==> src/ffmt_pkg.sv <==
// Package of constants for the freefall/motion threshold comparison block.
package ffmt_pkg;

  // ----------------------------------------------------------------------
  // Register offsets
  // ----------------------------------------------------------------------
  localparam logic [7:0] ADDR_CFG        = 8'h15;
  localparam logic [7:0] ADDR_COMMON_THS = 8'h17;
  localparam logic [7:0] ADDR_COUNT      = 8'h18;
  localparam logic [7:0] ADDR_X_HIGH     = 8'h73;
  localparam logic [7:0] ADDR_X_LOW      = 8'h74;
  localparam logic [7:0] ADDR_Y_HIGH     = 8'h75;
  localparam logic [7:0] ADDR_Y_LOW      = 8'h76;
  localparam logic [7:0] ADDR_Z_HIGH     = 8'h77;
  localparam logic [7:0] ADDR_Z_LOW      = 8'h78;
  localparam logic [7:0] ADDR_IRQ_STATUS = 8'h80;
  localparam logic [7:0] ADDR_IRQ_ENABLE = 8'h81;
  localparam logic [7:0] ADDR_IRQ_CLEAR  = 8'h82;
  localparam logic [7:0] ADDR_RESULT     = 8'h83;

  // ----------------------------------------------------------------------
  // Field positions
  // ----------------------------------------------------------------------
  localparam int CFG_OAE_BIT      = 6;
  localparam int CFG_ZEN_BIT      = 5;
  localparam int CFG_YEN_BIT      = 4;
  localparam int CFG_XEN_BIT      = 3;
  localparam int HIGH_SEL_BIT     = 7;
  localparam int THS_WIDTH        = 13;
  localparam int THS_SPLIT        = 6;
  localparam int LOW_FIELD_LSB    = 2;
  localparam int COMMON_WIDTH     = 7;
  localparam int COMMON_MODE_BIT  = 7;
  localparam int SAMPLE_WIDTH     = 14;

  // ----------------------------------------------------------------------
  // Reset values
  // ----------------------------------------------------------------------
  localparam logic [7:0] RESET_BYTE = 8'h00;
  localparam logic [1:0] RESET_IRQ  = 2'h0;

endpackage : ffmt_pkg

==> src/ffmt_compare.sv <==
// Threshold comparison stage with debounce counter for freefall/motion detection.
// Operation
// - Per-axis select clear: all axes use the common 7-bit threshold, 63 mg per count.
// - Per-axis select set: common threshold ignored, each axis uses own register pair.
// - Per-axis threshold is an unsigned 13-bit magnitude, about 63 mg per count.
// - Axis threshold bits 12:6 from high register low seven bits, 5:0 from low register.
// - Logic select 0: low-g only when every enabled axis magnitude is below threshold.
// - Logic select 1: high-g when any enabled axis magnitude exceeds threshold.
// - Per-axis mode uses the same decision logic with individual thresholds.
// - Comparison drives a debounce counter; event flag rises when count limit reached.
`timescale 1ns/1ps

module ffmt_compare
  import ffmt_pkg::*;
#(
  parameter int SAMPLE_W = ffmt_pkg::SAMPLE_WIDTH
)
(
  // Clock and reset
  input  wire logic                 core_clk,
  input  wire logic                 rst,
  // Register port
  input  wire logic [7:0]           reg_addr,
  input  wire logic [7:0]           reg_wdata,
  input  wire logic                 reg_wr,
  input  wire logic                 reg_rd,
  output logic      [7:0]           reg_rdata,
  // Sample input, one axis set per strobe
  input  wire logic                 sample_valid,
  input  wire logic [SAMPLE_W-1:0]  sample_x,
  input  wire logic [SAMPLE_W-1:0]  sample_y,
  input  wire logic [SAMPLE_W-1:0]  sample_z,
  // Results
  output logic                      cond_out,
  output logic                      event_flag,
  output logic                      irq
);

  // ----------------------------------------------------------------------
  // Types and helpers
  // ----------------------------------------------------------------------
  typedef enum logic [1:0] {
    ST_IDLE   = 2'b01,
    ST_ACTIVE = 2'b10
  } dbnc_state_t;

  function automatic logic [SAMPLE_W-1:0] magnitude(input logic [SAMPLE_W-1:0] s);
    magnitude = s[SAMPLE_W-1] ? SAMPLE_W'(~s + 1'b1) : s;
  endfunction

  function automatic logic [THS_WIDTH-1:0] axis_ths(input logic [7:0] hi, input logic [7:0] lo);
    axis_ths = {hi[COMMON_WIDTH-1:0], lo[7:LOW_FIELD_LSB]};
  endfunction

  // ----------------------------------------------------------------------
  // Registers
  // ----------------------------------------------------------------------
  logic [7:0]  cfg_r;
  logic [7:0]  common_r;
  logic [7:0]  count_r;
  logic [7:0]  thr_hi_r [3];
  logic [7:0]  thr_lo_r [3];
  logic [1:0]  irq_status_r;
  logic [1:0]  irq_enable_r;
  logic [1:0]  irq_clear;
  logic [7:0]  dbnc_r;
  logic [7:0]  dbnc_nxt;
  dbnc_state_t state_r;
  logic        cond_r;
  logic        event_r;
  logic        event_prev_r;

  always_ff @(posedge core_clk)
  begin
    if (rst)
    begin
      cfg_r    <= RESET_BYTE;
      common_r <= RESET_BYTE;
      count_r  <= RESET_BYTE;
      for (int i = 0; i < 3; i++)
      begin
        thr_hi_r[i] <= RESET_BYTE;
        thr_lo_r[i] <= RESET_BYTE;
      end
    end
    else if (reg_wr)
    begin
      case (reg_addr)
        ADDR_CFG:        cfg_r       <= reg_wdata;
        ADDR_COMMON_THS: common_r    <= reg_wdata;
        ADDR_COUNT:      count_r     <= reg_wdata;
        ADDR_X_HIGH:     thr_hi_r[0] <= reg_wdata;
        ADDR_X_LOW:      thr_lo_r[0] <= reg_wdata;
        ADDR_Y_HIGH:     thr_hi_r[1] <= reg_wdata;
        ADDR_Y_LOW:      thr_lo_r[1] <= reg_wdata;
        ADDR_Z_HIGH:     thr_hi_r[2] <= reg_wdata;
        ADDR_Z_LOW:      thr_lo_r[2] <= reg_wdata;
        default:         ;
      endcase
    end
  end

  always_ff @(posedge core_clk)
  begin
    if (rst)
      reg_rdata <= RESET_BYTE;
    else if (reg_rd)
    begin
      case (reg_addr)
        ADDR_CFG:        reg_rdata <= cfg_r;
        ADDR_COMMON_THS: reg_rdata <= common_r;
        ADDR_COUNT:      reg_rdata <= count_r;
        ADDR_X_HIGH:     reg_rdata <= thr_hi_r[0];
        ADDR_X_LOW:      reg_rdata <= thr_lo_r[0];
        ADDR_Y_HIGH:     reg_rdata <= thr_hi_r[1];
        ADDR_Y_LOW:      reg_rdata <= thr_lo_r[1];
        ADDR_Z_HIGH:     reg_rdata <= thr_hi_r[2];
        ADDR_Z_LOW:      reg_rdata <= thr_lo_r[2];
        ADDR_IRQ_STATUS: reg_rdata <= {6'h00, irq_status_r};
        ADDR_IRQ_ENABLE: reg_rdata <= {6'h00, irq_enable_r};
        ADDR_RESULT:     reg_rdata <= {dbnc_r[5:0], event_r, cond_r};
        default:         reg_rdata <= RESET_BYTE;
      endcase
    end
    else
      reg_rdata <= RESET_BYTE;
  end

  // ----------------------------------------------------------------------
  // Comparison
  // ----------------------------------------------------------------------
  logic [2:0]              axis_en;
  logic [2:0]              below;
  logic [2:0]              above;
  logic [SAMPLE_W-1:0]     samples [3];
  logic [THS_WIDTH-1:0]    ths_used [3];
  logic                    per_axis;
  logic                    cond_now;

  assign axis_en    = {cfg_r[CFG_ZEN_BIT], cfg_r[CFG_YEN_BIT], cfg_r[CFG_XEN_BIT]};
  assign per_axis   = thr_hi_r[0][HIGH_SEL_BIT];
  assign samples[0] = sample_x;
  assign samples[1] = sample_y;
  assign samples[2] = sample_z;

  for (genvar a = 0; a < 3; a++)
  begin : g_axis
    logic [THS_WIDTH:0] mag;
    assign ths_used[a] = per_axis ? axis_ths(thr_hi_r[a], thr_lo_r[a])
                                  : THS_WIDTH'(common_r[COMMON_WIDTH-1:0]);
    assign mag      = (THS_WIDTH+1)'(magnitude(samples[a]));
    assign below[a] = mag < {1'b0, ths_used[a]};
    assign above[a] = mag > {1'b0, ths_used[a]};
  end

  always_comb
  begin
    if (cfg_r[CFG_OAE_BIT])
      cond_now = |(above & axis_en);
    else
      cond_now = (axis_en != 3'h0) && ((below | ~axis_en) == 3'h7);
  end

  // ----------------------------------------------------------------------
  // Debounce
  // ----------------------------------------------------------------------
  always_comb
  begin
    dbnc_nxt = dbnc_r;
    if (cond_now)
      dbnc_nxt = (dbnc_r < count_r) ? dbnc_r + 8'h01 : count_r;
    else if (common_r[COMMON_MODE_BIT])
      dbnc_nxt = 8'h00;
    else if (dbnc_r != 8'h00)
      dbnc_nxt = dbnc_r - 8'h01;
  end

  always_ff @(posedge core_clk)
  begin
    if (rst)
    begin
      dbnc_r  <= RESET_BYTE;
      cond_r  <= 1'b0;
      event_r <= 1'b0;
      state_r <= ST_IDLE;
    end
    else if (sample_valid)
    begin
      dbnc_r <= dbnc_nxt;
      cond_r <= cond_now;
      case (state_r)
        ST_IDLE:
          if (cond_now && dbnc_nxt >= count_r)
          begin
            event_r <= 1'b1;
            state_r <= ST_ACTIVE;
          end
        ST_ACTIVE:
          if (dbnc_nxt < count_r || !cond_now)
          begin
            event_r <= 1'b0;
            state_r <= ST_IDLE;
          end
        default:
          state_r <= ST_IDLE;
      endcase
    end
  end

  // ----------------------------------------------------------------------
  // Interrupts: bit 0 event raised, bit 1 event dropped
  // ----------------------------------------------------------------------
  logic [1:0] irq_set;

  assign irq_clear = (reg_wr && reg_addr == ADDR_IRQ_CLEAR) ? reg_wdata[1:0] : 2'h0;
  assign irq_set   = {event_prev_r & ~event_r, event_r & ~event_prev_r};

  always_ff @(posedge core_clk)
  begin
    if (rst)
    begin
      irq_status_r <= RESET_IRQ;
      irq_enable_r <= RESET_IRQ;
      event_prev_r <= 1'b0;
      irq          <= 1'b0;
    end
    else
    begin
      event_prev_r <= event_r;
      irq_status_r <= (irq_status_r & ~irq_clear) | irq_set;
      if (reg_wr && reg_addr == ADDR_IRQ_ENABLE)
        irq_enable_r <= reg_wdata[1:0];
      irq <= |(((irq_status_r & ~irq_clear) | irq_set) & irq_enable_r);
    end
  end

  assign cond_out   = cond_r;
  assign event_flag = event_r;
endmodule // ffmt_compare

==> config.mk <==
export PLATFORM = sky130hd
export DESIGN_NAME = ffmt_compare
export DESIGN_NICKNAME = d
export VERILOG_FILES = /design/src/ffmt_pkg.sv /design/src/ffmt_compare.sv
export SDC_FILE = /design/constraint.sdc
export NUM_CORES = 1
export LEC_CHECK = 0
export CAP_MARGIN = 20
export CORE_MARGIN = 3
export CORE_UTILIZATION = 35
export DETAILED_ROUTE_END_ITERATION = 12
export DONT_BUFFER_PORTS = 1
export GPL_TIMING_DRIVEN = 0
export SYNTH_ARGS = -nofsm -noshare
export SYNTH_HDL_FRONTEND = slang
export SYNTH_SLANG_ARGS = --single-unit
==> constraint.sdc <==
create_clock -name core_clk -period 8.7 [get_ports core_clk]
set_clock_uncertainty 0.2 [all_clocks]
set_input_delay 0.87 -clock core_clk [delete_from_list [all_inputs] [get_ports core_clk]]
set_output_delay 0.87 -clock core_clk [all_outputs]
set_load 0.02 [all_outputs]
Word level (Yosys, flattened, before mapping):

Memory sizes are Yosys's and may differ from the RTL's.
Index checks and enable logic that the tools add are counted.

* register bits: 50
* bits in latches: 0
* memory bits (writable): 48
* ROM bits: 0
* input port bits: 63
* logic and storage cells: 135
* memories: 2

* add/subtract/negate cells: 5
* $mul: 0
* div/mod/pow operators: 0
* order comparisons: 9
* eq/ne operators: 18
* shifts and indexed selects: 0
* muxes and demuxes: 51
* bitwise operators: 21
* reduce and logical (&&, ||, !) cells: 17

Memory list
* thr_hi_r: depth 3, bits a word 8, read ports 3, clocked after memory_dff 0, write ports 3, RTL line ffmt_compare.sv:61 `logic [7:0] thr_hi_r [3];`
* thr_lo_r: depth 3, bits a word 8, read ports 3, clocked after memory_dff 0, write ports 3, RTL line ffmt_compare.sv:62 `logic [7:0] thr_lo_r [3];`

Operators with widths (count)
* case mux 8 bit (12 select lines): 1
* 2-to-1 mux 8 bit: 10
* == test 8 x 7 -> 1 bit (second input constant): 6
* adder 14 x 1 -> 14 bit (second input constant): 3
* > comparator 14 x 13 -> 1 bit: 3
* less-than comparator 14 x 13 -> 1 bit: 3
* 2-to-1 mux 14 bit: 3
* inverter 14 bit: 3
* 2-to-1 mux 13 bit: 3
* == test 8 bit (second input constant): 4
* 2-to-1 mux 1 bit: 29
* == test 8 x 5 -> 1 bit (second input constant): 3
* less-than comparator 8 bit: 2
* adder 8 x 1 -> 8 bit (second input constant): 1
* greater-or-equal comparator 8 bit: 1
* nonzero test 8 bit: 1
* subtractor 8 x 1 -> 8 bit (second input constant): 1
* 2-to-1 mux 2 bit: 3
* bitwise OR 1 bit: 6
* AND reduction 2 bit: 3
* AND 2 bit: 2
* logical AND 1 bit: 4
* inequality test 2 bit (second input constant): 2
* case mux 2 bit (2 select lines): 1
* 19 further kinds: 23

Logic depth before layout (Yosys ltp):

* word-level depth: 13
* gate-level depth with buffers: 26

Worst setup path before layout:

No wires, ideal clock.

* path type: input port to flip-flop
* from: input sample_x[5]
* to: register state_r[0]
* library setup time: 0.114 ns
* data arrival time: 5.438 ns
* required time: 8.386 ns
* setup slack: 2.948 ns
* cell stages on the path: 23
* buffers on the path: 3
* cell sequence: or4_4 > or3_1 > o31ai_1 > xnor2_1 > ha_1 > or3_1 > o211ai_1 > a31oi_1 > or4_1 > buf_4 > and2_4 > buf_6 > buf_6 > o21a_1 > ha_1 > nor2b_1 > o21ai_0 > nand2b_1 > a21oi_1 > o21a_1 > a211oi_1 > o21bai_1 > a21o_1

* longest elaborated chain between the ends: 13
* elaborated cells on any way between the ends: 20
* classes of those cells: 1 x add/sub; 4 x order compare; 3 x eq/ne; 3 x mux; 3 x bitwise; 6 x reduce/logical

Ends and longest elaborated chain
* start: declaration: RTL line ffmt_compare.sv:30 `input wire logic [SAMPLE_W-1:0] sample_x,`
* inverter 14 bit: RTL line ffmt_compare.sv:48 `magnitude = s[SAMPLE_W-1] ? SAMPLE_W'(~s + 1'b1) : s;`
* adder 14 x 1 -> 14 bit: RTL line ffmt_compare.sv:48
* 2-to-1 mux 14 bit *: RTL line ffmt_compare.sv:48
* less-than comparator 14 x 13 -> 1 bit: RTL line ffmt_compare.sv:152 `assign below[a] = mag < {1'b0, ths_used[a]};`
* bitwise OR 3 bit: RTL line ffmt_compare.sv:161 `cond_now = (axis_en != 3'h0) && ((below | ~axis_en) == 3'h7);`
* == test 3 bit: RTL line ffmt_compare.sv:161
* logical AND 1 bit: RTL line ffmt_compare.sv:161
* 2-to-1 mux 1 bit *: RTL line ffmt_compare.sv:158 `if (cfg_r[CFG_OAE_BIT])`
* 2-to-1 mux 8 bit *: RTL line ffmt_compare.sv:170 `if (cond_now)`
* via dbnc_nxt[1]: RTL line ffmt_compare.sv:67 `logic [7:0] dbnc_nxt;`
* less-than comparator 8 bit or greater-or-equal comparator 8 bit (tied branches): RTL line ffmt_compare.sv:199, ffmt_compare.sv:193
* logical OR 1 bit or logical AND 1 bit (tied branches): RTL line ffmt_compare.sv:199, ffmt_compare.sv:193
* inequality test 2 bit (no source line)
* AND reduction 3 bit (no source line) *
* end signal: assignment: RTL line ffmt_compare.sv:196 `state_r <= ST_ACTIVE;`
* end signal: assignment: RTL line ffmt_compare.sv:202 `state_r <= ST_IDLE;`
* end signal: assignment: RTL line ffmt_compare.sv:205 `state_r <= ST_IDLE;`
* end: declaration: RTL line ffmt_compare.sv:68 `dbnc_state_t state_r;`

The timed path passes the listed nets; every way through them passes the cells marked *.
A chain may end at the register's enable or synchronous reset.

Final worst setup path:

* from: input sample_x[5]
* to: register state_r[1]

Same word-level chain as after synthesis.

==> results by group <==
Status
  • Status: finished clean

Place
  • Number of I/O port buffers: 0
  • Routability cong.: 0.876
  • Post-DP HPWL: 16.0 mm

Drt
  • Post-route ant nets: 0
  • Routed WL: 20.4 mm
  • 1st-iter DRT viols: 503
  • First-pass DRT Iterations: 5
  • Vias after detailed routing: 5877
  • Wire per inst: 19.6 µm
  • DR vias/cell: 5.65
  • Residual DRC: 0

Setup path
  • Crit-path max FO: 7
  • WP data required: 8710 ps
  • Worst r2r src: thr_hi_r[0][7]
  • Crit-path cells: or4_4 > or3_1 > o31ai_1 > xnor2_1 > ha_1 > nand4_1 > or4_1 > o21a_1 > a211oi_2 > and2_4 > buf_6 > mux2i_1 > ha_1 > a21o_1 > a21o_1 > a21oi_1 > o21a_1 > a211oi_1 > o21bai_1 > a21oi_1
  • Worst R2R End: state_r[0]
  • Critical path class: input port to flop
  • Reg2Reg Depth: 23
  • CP top delay family: compound AO/OA/AOI/OAI gates
  • Worst reg-to-reg setup slack: 3170 ps
  • Worst EP arrival: 5930 ps
  • Setup crit start kind: input port
  • Worst path bufs/invs: 1
  • Crit-path slowest cell: or4_4
  • CP Capture Type: flop
  • Max stage delay on crit path: 560 ps

Die
  • Die area: 21300 µm²
  • I/O Pins: 74
  • Initial core utilization: 36.2%
  • Die Y: 146 µm
  • DIE WIDTH: 146 µm
  • Core area: 19000 µm²
  • FP Rows: 50

Synth
  • Area of the mapped netlist: 6850 µm²
  • Synth async-reset ratio: 0%
  • Library cells used by synthesis: 62
  • EDFF count, synth: 48
  • Gate Count Post-Synth: 764
  • Synth area leader: edfxtp_1
  • Area contributors post-synth: edfxtp_1 (21%), dfxtp_1 (15%), ha_1 (11%), a21oi_1 (5.0%), xnor2_1 (4.9%)
  • Predominant post-synthesis flop cell: dfxtp_1
  • Seq/Total Area, Yosys: 35.6%
  • Ys Warns: 0
  • Mean Syn Cell Area: 8.97 µm²
  • Yosys reg bits: 98
  • Mapped Nets: 887
  • Synth top area share: 21.0%

Pwr
  • Total power: 1.23 mW
  • Leak: 2.72 nW
  • Max rail drop VDD: 0.000104 V
  • Pwr dens: 164 nW/µm²

Clocking
  • CTS root buf: clkbuf_16
  • # Post-CTS Setup Buffers: 0
  • CTS tree: yes
  • CTS clk-pin slew, worst paths: 70 ps
  • Deepest clock path buffer count: 2
  • Max H-tree Level: 3
  • Post-CTS Hold Buffers: 0
  • Clock sinks: 98
  • Num CTS Buffers: 9
  • Clock Latency Late Sink: 350 ps
  • CTS resizes: 0

Timing
  • Peak Freq: 169 MHz
  • Final Hold Fails: 0
  • Final slew viol count: 0
  • Worst slew pin tran: 1040 ps
  • Final setup fails: 0
  • Tmin final: 5910 ps
  • Slew HR: 29.9%
  • Final Cycle Share: 67.9%
  • Setup TNS: 0 ps
  • RSZ-0062 raised after global routing: no
  • Hold WS: 274 ps

Final layout
  • Ant. Diodes: 0
  • Post-Route Utilization: 39.7%
  • Area Overhead vs Synth: 9.75%
  • Filler cells: 1893
  • Layout Nets: 899
  • Share of layout cells above drive strength 1: 5.89%

GRT
  • Initial antenna violation count: 0
  • Largest net degree at the start of global routing: 18
  • Global Route Usage Sum: 18.8%
  • GRT overflow: 0
  • Vias in the first global route: 5736
  • First-pass GRT wire length: 32.0 mm

Job
  • Max-Cap Viols: 0

Worst hold path
  • Hold WC Path Type: flop to flop
  • Hold path startpoint: common_r[5]
  • Hold endpoint: common_r[5]
  • Worst Hold Depth: 2
## sequential cells by signal (all words and copies together) (netlist names), 8 cells and up
| signal | flops |
|---|---|
| thr_lo_r | 24 |
| thr_hi_r | 24 |
| reg_rdata | 8 |
| count_r | 8 |
| dbnc_r | 8 |
| common_r | 8 |
| cfg_r | 8 |
## logic make-up after synthesis
family,after synthesis,synth area share [%]
AND/OR/NAND/NOR,278,20.9
AO/OA/AOI/OAI,193,18.1
flip-flops,98,35.6
buffers and inverters,60,3.56
adder cells (fa/ha/maj),60,11.0
XOR/XNOR,45,5.75
multiplexers,30,5.13
## synthesized netlist by cell type, drive strengths merged, types with 9 or more instances
| cell type | number |
|---|---|
| a211oi | 9 |
| a21o | 9 |
| a21oi | 69 |
| and2 | 18 |
| and3 | 9 |
| clkbuf | 31 |
| dfxtp | 50 |
| edfxtp | 48 |
| ha | 60 |
| inv | 22 |
| mux2i | 25 |
| nand2 | 87 |
| nand2b | 13 |
| nand3 | 30 |
| nand4 | 12 |
| nor2 | 47 |
| nor2b | 14 |
| o21ai | 37 |
| o31ai | 11 |
| or2 | 11 |
| xnor2 | 38 |
## area by class of cell
type	count	area (µm²)	share of cell area [%]
multi-input cells	606	4180	55.5
flip-flops and latches	98	2440	32.5
well taps	260	325	4.33
clock buffers	9	225	2.99
plain buffers	37	158	2.10
clock inverters	7	100	1.33
inverters	23	86.3	1.15
repair buffers	1	7.51	0.0998
## tightest hold or removal path, cell delays in order, from the launching register on
cell and delay, ps:
dfxtp_1 320, nand2_1 50, a21oi_1 50
## how the worst max path moves through the flow
| stage | slack, ps | end | start | cells past startpoint |
|---|---|---|---|---|
| 2_1_floorplan | 2950 | state_r[0] | sample_x[5] | 23 |
| 5_1_grt | 2450 | state_r[1] | sample_x[5] | 20 |
| 3_3_place_gp | 2410 | state_r[1] | sample_x[5] | 20 |
| 3_5_place_dp | 2420 | state_r[1] | sample_x[5] | 20 |
| 4_1_cts | 2780 | state_r[1] | sample_x[5] | 20 |
| 6_report | 2790 | state_r[1] | sample_x[5] | 20 |
## metal layers
metal / global-route usage [%] / vias up / wire length, µm
met3: 4.02 / 24 / 1610
met1: 26.2 / 2780 / 9180
met4: 4.46 / 0 / 345
met5: 0 / - / 0
li1: - / 2843 / -
met2: 30.1 / 230 / 9270
## metrics by stage
step | std cells | setup WS [ps] | area [µm²]
global route | 1041 | 2450 | 7520
CTS | 1041 | 2780 | 7520
finish | 1041 | 2790 | 7520
global placement | 1024 | 2410 | 7180
detailed placement | 1025 | 2420 | 7200
floorplan | 764 | 2950 | 6850
## report_power, final
part	internal, mW	switching, mW
registers	0.500	0.0141
logic	0.117	0.157
clock network	0.255	0.186
## layout by cell type, fill, tap and decap left out, types with 6 or more instances in the layout
| cell type | count |
|---|---|
| nand2_1 | 87 |
| a21oi_1 | 69 |
| ha_1 | 60 |
| dfxtp_1 | 50 |
| edfxtp_1 | 48 |
| nor2_1 | 47 |
| xnor2_1 | 38 |
| o21ai_0 | 31 |
| clkbuf_1 | 31 |
| nand3_1 | 30 |
| mux2i_1 | 25 |
| inv_1 | 22 |
| and2_1 | 17 |
| nor2b_1 | 14 |
| nand2b_1 | 13 |
| nand4_1 | 12 |
| or2_2 | 11 |
| a21o_1 | 9 |
| o31ai_1 | 9 |
| and3_1 | 9 |
| clkbuf_16 | 9 |
| o211ai_1 | 8 |
| a211oi_1 | 7 |
| xor2_1 | 7 |
| or4_1 | 6 |
| o21a_1 | 6 |
| a222oi_1 | 6 |
| o211a_1 | 6 |
| a22o_1 | 6 |
(Power assumes the default switching activity.)
